## src/hdl/acc_bit_ops_pkg.sv

```systemverilog
// Purpose: shared constants and opcode set for the accumulator bit-operation unit
// Assumes: 32-bit accumulator, opcodes issued by an external sequencer
// Notes:   one package for the single design file
package acc_bit_ops_pkg;
  localparam int unsigned ACC_WIDTH     = 32;
  localparam int unsigned COUNT_WIDTH   = 6;
  localparam int unsigned INDEX_WIDTH   = 5;
  localparam logic [31:0] ACC_RESET     = 32'h0000_0000;
  localparam logic [5:0]  COUNT_MAX     = 6'h20;
  localparam logic [31:0] ENC_MSB_VALUE = 32'h0000_001f;

  typedef enum logic [3:0] {
    nop_op,
    load_op,
    shift_left_op,
    shift_right_op,
    rotate_left_op,
    rotate_right_op,
    encode_op,
    one_hot_decode_op,
    bcd_to_binary_op
  } op_t;
endpackage : acc_bit_ops_pkg

```

## src/hdl/accumulator_bit_ops_unit.sv

```systemverilog
// Purpose: 32-bit accumulator executing shift, rotate, encode, decode and bcd conversion
// Assumes: one instruction per cycle; counts outside 1..32 are flagged, not trusted
// Notes:   result and flag are registered one edge after op_valid
// Function
// - shift left fills zeros, drops top
// - shift right fills zeros, drops bottom
// - rotate left wraps top bits to bottom
// - rotate right wraps bottom bits to top
// - encode gives index of set bit
// - encode of zero or one gives zero
// - multiple bits: lowest encoded, flag set
// - encode of zero sets range flag
// - oversize operand sets range flag
// - flag held until affecting instruction recomputes
// - decode sets bit at five-bit index
// - decode input over 31 divided down
// - bcd converted to binary equivalent
`timescale 1ns/10ps
`default_nettype none

module accumulator_bit_ops_unit
  import acc_bit_ops_pkg::*;
#(
  parameter int unsigned WIDTH = ACC_WIDTH
) (
  input  wire logic                   ref_clk,
  input  wire logic                   srst,
  input  wire logic                   op_valid,
  input  wire op_t                    opcode,
  input  wire logic [COUNT_WIDTH-1:0] count,
  input  wire logic [WIDTH-1:0]       load_value,
  output var  logic [WIDTH-1:0]       acc,
  output var  logic                   operand_range_flag,
  output var  logic                   done
);

  ////////////////////////////////////////////////////////////////////////
  // elaboration check: shifters, encoder and bcd weights are built for 32 bits only
  if (WIDTH != 32) begin : g_width_check
    $error("accumulator width must be 32");
  end

  // next values and shared helper terms
  logic [WIDTH-1:0] next_acc;
  logic             next_flag;
  logic             next_done;
  logic [WIDTH-1:0] enc_value;
  logic             enc_multi;
  logic [WIDTH-1:0] bcd_value;
  logic [WIDTH-1:0] rot_src;
  logic [5:0]       amt;
  logic             count_bad;
  logic [4:0]       dec_index;

  ////////////////////////////////////////////////////////////////////////
  // encoder: scan downward so the lowest set bit wins
  always_comb begin
    enc_value = '0;
    for (int i = WIDTH - 1; i >= 0; i--) begin
      if (acc[i]) enc_value = 32'(i);
    end
    enc_multi = (acc & (acc - 32'h0000_0001)) != '0;
  end

  // bcd digits weighted by powers of ten; eight nibbles cover 99999999
  always_comb begin
    bcd_value = '0;
    for (int d = 7; d >= 0; d--) begin
      bcd_value = 32'(bcd_value * 32'd10 + 32'(acc[d*4 +: 4]));
    end
  end

  // repeated divide by 32 leaves the top nonzero five-bit group
  always_comb begin
    dec_index = acc[4:0];
    for (int g = 1; g < 7; g++) begin
      if ((acc >> (5 * g)) != '0) dec_index = 5'(acc >> (5 * g));
    end
  end

  // count outside 1..32 is clamped and flagged rather than trusted
  // a memory-sourced count can hold anything, so the unit cannot rely on the issuer
  always_comb begin
    count_bad = (count == 6'h00) || (count > COUNT_MAX);
    amt       = count_bad ? COUNT_MAX : count;
    rot_src   = acc;
  end

  ////////////////////////////////////////////////////////////////////////
  // next accumulator, flag and completion strobe
  always_comb begin
    next_acc  = acc;
    next_flag = operand_range_flag;
    next_done = 1'b0;
    if (op_valid) begin
      next_done = 1'b1;
      unique case (opcode)
        nop_op: begin
          next_done = 1'b0;
        end
        load_op: begin
          next_acc = load_value;
        end
        shift_left_op: begin
          next_acc  = (amt >= COUNT_MAX) ? '0 : (acc << amt);
          next_flag = count_bad;
        end
        shift_right_op: begin
          next_acc  = (amt >= COUNT_MAX) ? '0 : (acc >> amt);
          next_flag = count_bad;
        end
        rotate_left_op: begin
          next_acc  = 32'({rot_src, rot_src} >> (COUNT_MAX - amt));
          next_flag = count_bad;
        end
        rotate_right_op: begin
          next_acc  = 32'({rot_src, rot_src} >> amt);
          next_flag = count_bad;
        end
        encode_op: begin
          // zero and one both give zero; only the flag tells them apart
          next_acc  = (acc <= 32'h0000_0001) ? '0 : enc_value;
          next_flag = (acc == '0) || enc_multi;
        end
        one_hot_decode_op: begin
          next_acc = '0;
          next_acc[dec_index] = 1'b1;
        end
        bcd_to_binary_op: begin
          next_acc = bcd_value;
        end
        default: begin
          next_done = 1'b0;
        end
      endcase
    end
  end

  // registers only; every output comes straight from these flops
  always_ff @(posedge ref_clk) begin
    if (srst) begin
      acc                <= ACC_RESET;
      operand_range_flag <= 1'b0;
      done               <= 1'b0;
    end else begin
      acc                <= next_acc;
      operand_range_flag <= next_flag;
      done               <= next_done;
    end
  end

  ////////////////////////////////////////////////////////////////////////
  a_shl_result: assert property (@(posedge ref_clk) disable iff (srst)
    op_valid && opcode == shift_left_op && !count_bad |=> acc == $past(acc) << $past(count))
    else $error("shift left result wrong");
  a_shr_result: assert property (@(posedge ref_clk) disable iff (srst)
    op_valid && opcode == shift_right_op && !count_bad |=> acc == $past(acc) >> $past(count))
    else $error("shift right result wrong");
  a_rol_result: assert property (@(posedge ref_clk) disable iff (srst)
    op_valid && opcode == rotate_left_op && count == 6'h01 |=> acc == {$past(acc[30:0]), $past(acc[31])})
    else $error("rotate left result wrong");
  a_ror_result: assert property (@(posedge ref_clk) disable iff (srst)
    op_valid && opcode == rotate_right_op && count == 6'h01 |=> acc == {$past(acc[0]), $past(acc[31:1])})
    else $error("rotate right result wrong");
  a_enc_msb: assert property (@(posedge ref_clk) disable iff (srst)
    op_valid && opcode == encode_op && acc == 32'h8000_0000 |=> acc == ENC_MSB_VALUE && !operand_range_flag)
    else $error("encode of top bit wrong");
  a_enc_low: assert property (@(posedge ref_clk) disable iff (srst)
    op_valid && opcode == encode_op && acc <= 32'h0000_0001 |=> acc == '0)
    else $error("encode of zero or one not zero");
  a_enc_flag: assert property (@(posedge ref_clk) disable iff (srst)
    op_valid && opcode == encode_op && (acc == '0 || $countones(acc) > 1) |=> operand_range_flag)
    else $error("encode range flag missing");
  a_count_flag: assert property (@(posedge ref_clk) disable iff (srst)
    op_valid && opcode inside {shift_left_op, shift_right_op, rotate_left_op, rotate_right_op}
      && (count == 6'h00 || count > COUNT_MAX) |=> operand_range_flag)
    else $error("bad count not flagged");
  a_flag_hold: assert property (@(posedge ref_clk) disable iff (srst)
    op_valid && (opcode == one_hot_decode_op || opcode == bcd_to_binary_op
      || opcode == load_op || opcode == nop_op) |=> $stable(operand_range_flag))
    else $error("flag changed by unrelated op");
  a_dec_onehot: assert property (@(posedge ref_clk) disable iff (srst)
    op_valid && opcode == one_hot_decode_op && acc < 32'h0000_0020 |=> acc == 32'h1 << $past(acc[4:0]))
    else $error("decode not one-hot at index");
  a_done_pulse: assert property (@(posedge ref_clk) disable iff (srst)
    op_valid && opcode != nop_op |=> done ##1 (done == $past(op_valid && opcode != nop_op)))
    else $error("done strobe wrong");

  ////////////////////////////////////////////////////////////////////////
  // full-count corners: the shift checks above already catch 32 folded into 0; the rotate checks above do not
  a_shl_full: assert property (@(posedge ref_clk) disable iff (srst)
    op_valid && opcode == shift_left_op && count == COUNT_MAX |=> acc == '0)
    else $error("shift left by full width not zero");
  a_shr_full: assert property (@(posedge ref_clk) disable iff (srst)
    op_valid && opcode == shift_right_op && count == COUNT_MAX |=> acc == '0)
    else $error("shift right by full width not zero");
  a_rot_full: assert property (@(posedge ref_clk) disable iff (srst)
    op_valid && (opcode == rotate_left_op || opcode == rotate_right_op) && count == COUNT_MAX |=> acc == $past(acc))
    else $error("full rotate changed the accumulator");
  // encode: index of a lone bit, and bit zero winning over higher bits
  a_enc_index: assert property (@(posedge ref_clk) disable iff (srst)
    op_valid && opcode == encode_op && $onehot(acc) |=> (32'h1 << acc[4:0]) == $past(acc) && acc < 32'h0000_0020)
    else $error("encode index wrong");
  a_enc_lsb: assert property (@(posedge ref_clk) disable iff (srst)
    op_valid && opcode == encode_op && acc[0] |=> acc == '0 && operand_range_flag == ($past(acc) != 32'h0000_0001))
    else $error("encode lowest bit wrong");
  // decode and conversion
  a_dec_wrap: assert property (@(posedge ref_clk) disable iff (srst)
    op_valid && opcode == one_hot_decode_op && acc >= 32'h0000_0020 && acc < 32'h0000_0400
      |=> acc == (32'h1 << $past(acc[9:5])))
    else $error("decode of wide value wrong");
  a_dec_strict: assert property (@(posedge ref_clk) disable iff (srst)
    op_valid && opcode == one_hot_decode_op |=> $onehot(acc))
    else $error("decode result not one-hot");
  a_bcd_digit: assert property (@(posedge ref_clk) disable iff (srst)
    op_valid && opcode == bcd_to_binary_op && acc < 32'h0000_000a |=> acc == $past(acc))
    else $error("single digit conversion wrong");
  // flag recompute and strobe
  a_flag_clear: assert property (@(posedge ref_clk) disable iff (srst)
    op_valid && opcode inside {shift_left_op, shift_right_op, rotate_left_op, rotate_right_op}
      && count != 6'h00 && count <= COUNT_MAX |=> !operand_range_flag)
    else $error("legal count left the flag set");
  a_done_nop: assert property (@(posedge ref_clk) disable iff (srst)
    op_valid && opcode == nop_op |=> !done)
    else $error("done raised by empty instruction");

endmodule : accumulator_bit_ops_unit

`default_nettype wire

```

## config.mk

```make
export PLATFORM = sky130hd
export DESIGN_NAME = accumulator_bit_ops_unit
export DESIGN_NICKNAME = d
export VERILOG_FILES = /design/src/hdl/acc_bit_ops_pkg.sv /design/src/hdl/accumulator_bit_ops_unit.sv
export SDC_FILE = /design/constraint.sdc
export NUM_CORES = 1
export LEC_CHECK = 0
export BUFFER_PORTS_ARGS = -buffer_cell sky130_fd_sc_hd__buf_4
export CORE_ASPECT_RATIO = 2
export CORE_UTILIZATION = 50
export CTS_CLUSTER_DIAMETER = 50
export DETAILED_ROUTE_END_ITERATION = 6
export HOLD_SLACK_MARGIN = 0.08
export PLACE_DENSITY = 0.67
export SYNTH_ARGS = -nofsm -noshare
export SYNTH_HDL_FRONTEND = slang
export SYNTH_SLANG_ARGS = --single-unit
```

## constraint.sdc

```tcl
create_clock -name ref_clk -period 16 [get_ports ref_clk]
set_input_delay 0.8 -clock ref_clk [delete_from_list [all_inputs] [get_ports ref_clk]]
set_output_delay 0.8 -clock ref_clk [all_outputs]
set_load 0.1 [all_outputs]
```

* After elaboration in Yosys (flattened, before gate mapping)
Index checks and enable logic that the tools add are counted.
W data, S select, Z words.
** Word-level totals
- Output and inout bits :: 34
- Latch bits :: 0
- Bits in writable memories :: 0
- Logic and storage cells :: 104
- Bits in read-only memories :: 0
- Memories :: 0
- Register bits :: 34
- Input bits :: 45
** Operators by class
- Bitwise gates (word level) :: 2
- Add/sub/neg operators :: 9
- Divide/modulo/power cells :: 0
- Reductions and logical operators :: 19
- Multiply operators :: 7
- Multiplexer cells :: 47
- Eq/ne operators :: 8
- $lt $le $gt $ge :: 5
- Shift operators :: 4
** Operators by type and width (number)
- $mux W32 :: 21
- $pmux W32 S8 :: 1
- $reduce_bool A32 Y1 :: 7
- $shr A64 B6 Y32 :: 2
- $mux W5 :: 20
- $add A32 B4 Y32 :: 2
- $and A32 B32 Y32 :: 1
- $le A32 B1 Y1 const B :: 1
- $logic_not A32 Y1 :: 1
- $mul A32 B3 Y31 const B :: 1
- $shl A32 B6 Y32 :: 1
- $shr A32 B6 Y32 :: 1
- $sub A32 B1 Y32 const B :: 1
- $mul A29 B3 Y31 const B :: 1
- $add A28 B4 Y29 :: 1
- $mul A24 B3 Y27 const B :: 1
- $add A23 B4 Y24 :: 1
- $mul A19 B3 Y22 const B :: 1
- $add A18 B4 Y19 :: 1
- $mul A14 B3 Y17 const B :: 1
- $eq A4 B3 Y1 const B :: 4
- $add A13 B4 Y14 :: 1
- $mul A9 B3 Y12 const B :: 1
- $add A8 B4 Y9 :: 1
- other kinds (23) :: 27

* Depth between registers and ports, before layout
- Depth after elaboration :: 34
- Mapped depth :: 68
- Gate-level depth less buffers :: 68

* Worst setup path after synthesis
Ideal clock, no wire load.
- Kind :: flip-flop to flip-flop
- Start point :: register acc[29]
- End point :: register acc[29]
- Data required time :: 15.876 ns
- Cell stages (with the launch flop) :: 55
- Library setup time :: 0.124 ns
- Slack :: 1.400 ns
- Arrival time :: 14.477 ns
- Path buffers :: 2
- Period minus slack after synthesis :: 14.600 ns
- Cell sequence :: dfxtp_1 > clkbuf_1 > inv_1 > fa_1 > xnor2_1 > ha_1 > ha_1 > fa_1 > xnor2_1 > or3b_2 > xnor2_1 > ha_1 > ha_1 > a21oi_1 > xnor2_1 > nor3b_1 > xor2_1 > ha_1 > [19 not listed] > xnor2_1 > nor4_1 > xor2_1 > ha_1 > ha_1 > clkbuf_1 > a21oi_1 > o21bai_1 > nor4_1 > o41a_1 > a21oi_1 > o22ai_1 > a2111oi_1 > nor3b_1 > and4bb_2 > xnor2_1 > a221oi_1 > o21ai_1
** On the way
- Cells in the longest elaborated chain, start to end :: 15
- Elaborated cells between the ends (all ways) :: 39
- Those cells by class :: 7 x add/sub; 7 x mul; 3 x order compare; 4 x shift; 12 x mux; 6 x reduce/logical
** RTL lines
- start: declaration :: line accumulator_bit_ops_unit.sv:32 : output var logic [WIDTH-1:0] acc,
- start signal: assignment :: line accumulator_bit_ops_unit.sv:146 : acc <= next_acc;
- $mul A4 B3 Y7 :: line accumulator_bit_ops_unit.sv:69 : bcd_value = 32'(bcd_value * 32'd10 + 32'(acc[d*4 +: 4]));
- $add A8 B4 Y9 :: line accumulator_bit_ops_unit.sv:69
- $mul A9 B3 Y12 :: line accumulator_bit_ops_unit.sv:69
- $add A13 B4 Y14 :: line accumulator_bit_ops_unit.sv:69
- $mul A14 B3 Y17 :: line accumulator_bit_ops_unit.sv:69
- $add A18 B4 Y19 :: line accumulator_bit_ops_unit.sv:69
- $mul A19 B3 Y22 :: line accumulator_bit_ops_unit.sv:69
- $add A23 B4 Y24 :: line accumulator_bit_ops_unit.sv:69
- $mul A24 B3 Y27 :: line accumulator_bit_ops_unit.sv:69
- $add A28 B4 Y29 :: line accumulator_bit_ops_unit.sv:69
- $mul A29 B3 Y31 :: line accumulator_bit_ops_unit.sv:69
- $add A32 B4 Y32 :: line accumulator_bit_ops_unit.sv:69
- $mul A32 B3 Y31 :: line accumulator_bit_ops_unit.sv:69
- $add A32 B4 Y32 :: line accumulator_bit_ops_unit.sv:69
- $pmux W32 S8 (*) :: line accumulator_bit_ops_unit.sv:97 : unique case (opcode)
Mark *: on every way between the ends. The rest lies on a longest branch, timed or not.
A chain may end at the register's enable or synchronous reset.

* Worst setup path after layout
- Start point :: register acc[28]
- End point :: register acc[23]
Same word-level chain as after synthesis.

==> results.sh <==
export IMPL_yosys_warnings=0
export IMPL_synth_cells=2546
export IMPL_die_width_um=136.7
export IMPL_tritoncts="yes"
export IMPL_crit_path_start_kind="register"
export IMPL_synth_top_cells_by_area="ha_1 (17%), mux2i_1 (9.5%), xnor2_1 (6.8%)"
export IMPL_required_ps=16140
export IMPL_synth_seq_area_share_pct=3.752
export IMPL_yosys_area_top_type_share_pct=16.97
export IMPL_placed_cells=2988
export IMPL_cts_sinks=34
export IMPL_die_area_sq_mm=0.03709
export IMPL_post_drt_wl_per_cell_um=28.77
export IMPL_grt_pass1_vias=21130
export IMPL_design_area_sq_mm=0.01975
export IMPL_period_share_pct=95.30
export IMPL_worst_pin_slew_ps=1444
export IMPL_dr_pass1_iters=7
export IMPL_port_buffers=78
export IMPL_fillers=3616
export IMPL_drtIter0Drc=2069
export IMPL_gr_usage_all_layers_pct=48.36
export IMPL_setup_ws_ps=751.8
export IMPL_synth_cell_area_sq_mm=0.01814
export IMPL_cp_common_cell="ha_1"
export IMPL_multiInputGateArea_sq_mm=0.01678
export IMPL_cp_top_family="compound AO/OA/AOI/OAI gates"
export IMPL_fmax_mhz=65.58
export IMPL_nets=2861
export IMPL_synth_top_cell_by_area="ha_1"
export IMPL_synth_top_flop_cell="dfxtp_1"
export IMPL_gp_congestion=1.182
export IMPL_hold_violations=0
export IMPL_setup_tns_ps=0
export IMPL_violations="DRC, capacitance limit"
export IMPL_cts_buffer_depth=2
export IMPL_critPathMaxStageDelay_ps=880
export IMPL_slew_violations=0
export IMPL_post_place_ws_ps=353.2
export IMPL_place_area_sq_mm=0.01920
export IMPL_stdcell_count=3019
export IMPL_ys_seq_elements=34
export IMPL_path_buf_inv=1
export IMPL_drtAntennaViolNets=0
export IMPL_chipHeight_um=271.4
export IMPL_clk_latency_ps=320
export IMPL_crit_fanout=7
export IMPL_min_path_type="register to register"
export IMPL_cts_buffers=5
export IMPL_drt_wl_total_um=86870
export IMPL_dpl_hpwl_um=66390
export IMPL_drive_above_1_share_pct=10.01
export IMPL_grt_pass1_wl_um=131400
export IMPL_clkTransAtPathRegs_ps=70
export IMPL_synth_most_common_cell="ha_1"
export IMPL_ys_types=103
export IMPL_endpoint_kind="register"
export IMPL_root_buffer="clkbuf_16"
export IMPL_initial_utilization_pct=50.84
export IMPL_grt_max_degree=68
export IMPL_synth_edff_count=0
export IMPL_maxCapViolCount=1
export IMPL_grt_overflow=0
export IMPL_cp_slowest_cell="a21oi_1"
export IMPL_io_pins=79
export IMPL_critPathKind="register to register"
export IMPL_regArea_sq_um=681.9
export IMPL_avgSynthCellArea_sq_um=7.125
export IMPL_cts_hold_buf=0
export IMPL_fin_crit_ps=15250
export IMPL_max_slew_margin_pct=0.9930
export IMPL_status="complete, but fails checks"
export IMPL_synth_common_cells="ha_1 (246), nand2_1 (225), a21oi_1 (220), o21ai_0 (183), mux2i_1 (172)"
export IMPL_finalSetupViolCount=0
export IMPL_drc=2
export IMPL_core_area_sq_mm=0.03568
export IMPL_antenna_found_initial=14
export IMPL_via_per_inst=7.032
export IMPL_worstPathArrival_ps=15390
export IMPL_fin_worst_skew_ps=15.63
export IMPL_vias=21230
export IMPL_rows=98
export IMPL_syn_to_final_growth_pct=8.856
export IMPL_h_tree_depth=2
export IMPL_async_flop_share_pct=0
==> logic make-up (layout without fill, tap and decap cells) <==
group	Yosys count	count (layout)	share of synthesized area, %
XOR/XNOR	213	213	10.37
flip-flops	34	34	3.752
multiplexers	191	191	11.49
AO/OA/AOI/OAI	771	771	27.39
AND/OR/NAND/NOR	817	817	22.96
adder cells (fa/ha/maj)	261	261	18.57
other	1	17	0.02067
buffers and inverters	258	265	5.455
==> metal layers <==
metal	part of all wire [%]	GRT usage, %	vias to the layer above
li1	-	-	9526
met1	30	41.99	9891
met2	46	77.79	1219
met3	9.3	20.07	592
met4	15	54.77	2
met5	0.018	1.220	-
==> path summary, 6_finish.rpt <==
| kind | startpoint | endpoint | cells past startpoint | slack (ps) |
|---|---|---|---|---|
| min | operand_range_flag$_SDFFE_PP0P_ | operand_range_flag$_SDFFE_PP0P_ | 2 | 490 |
| min reg2reg | operand_range_flag$_SDFFE_PP0P_ | operand_range_flag$_SDFFE_PP0P_ | 2 | 490 |
| max reg2reg | acc[28]$_SDFFE_PP0P_ | acc[23]$_SDFFE_PP0P_ | 52 | 750 |
| max | acc[28]$_SDFFE_PP0P_ | acc[23]$_SDFFE_PP0P_ | 52 | 750 |
==> flip-flops by register name, indices dropped and copies added (netlist names) <==
| name | cells |
|---|---|
| acc | 32 |
| done | 1 |
| operand_range_flag | 1 |
==> cells in the final DEF, fill, tap and decap left out, types with 67 or more instances in the layout <==
cell type / n
o21ai_0: 182
xnor2_1: 134
nor3_1: 67
nand3_1: 80
inv_1: 114
mux2i_1: 171
buf_4: 134
xor2_1: 67
ha_1: 245
nand2_1: 225
a21oi_1: 214
nor2_1: 162
==> cell type report <==
| class | instances | area share [%] |
|---|---|---|
| Antenna cell | 12 | 0.1521 |
| Sequential cell | 34 | 3.453 |
| Tap cell | 450 | 2.851 |
| Multi-Input combinational cell | 2258 | 84.96 |
| Clock buffer | 5 | 0.6336 |
| Inverter | 116 | 2.205 |
| Clock inverter | 3 | 0.3485 |
| Timing Repair Buffer | 141 | 5.398 |
==> worst reg2reg max path: cells and delay by family (launching register included) <==
family	cells	cell delay [ps]
adders and majority gates	14	4360
xor gates and xnor gates	10	2330
AOI/OAI and AO/OA	13	5000
DFF	1	490
buffers and inverters	1	80
and+or+nand+nor	14	2820
==> what timing repair did <==
item,4_1_cts,5_1_grt
setup endpoints to repair,0,11
buffers inserted,0,3
gates resized for setup,0,39
endpoints found under the hold margin,0,0
==> through the flow <==
step	utilization [%]	hold slack (ps)
after floorplan	-	929.5
after global placement	53.82	483.6
after detailed placement	53.82	467.3
after CTS	54.36	480.3
after global routing	55.29	514.4
final	55.34	487.9
Power is not shown: default switching activity piles up to over one toggle a cycle in this logic, so the estimate is an artifact.
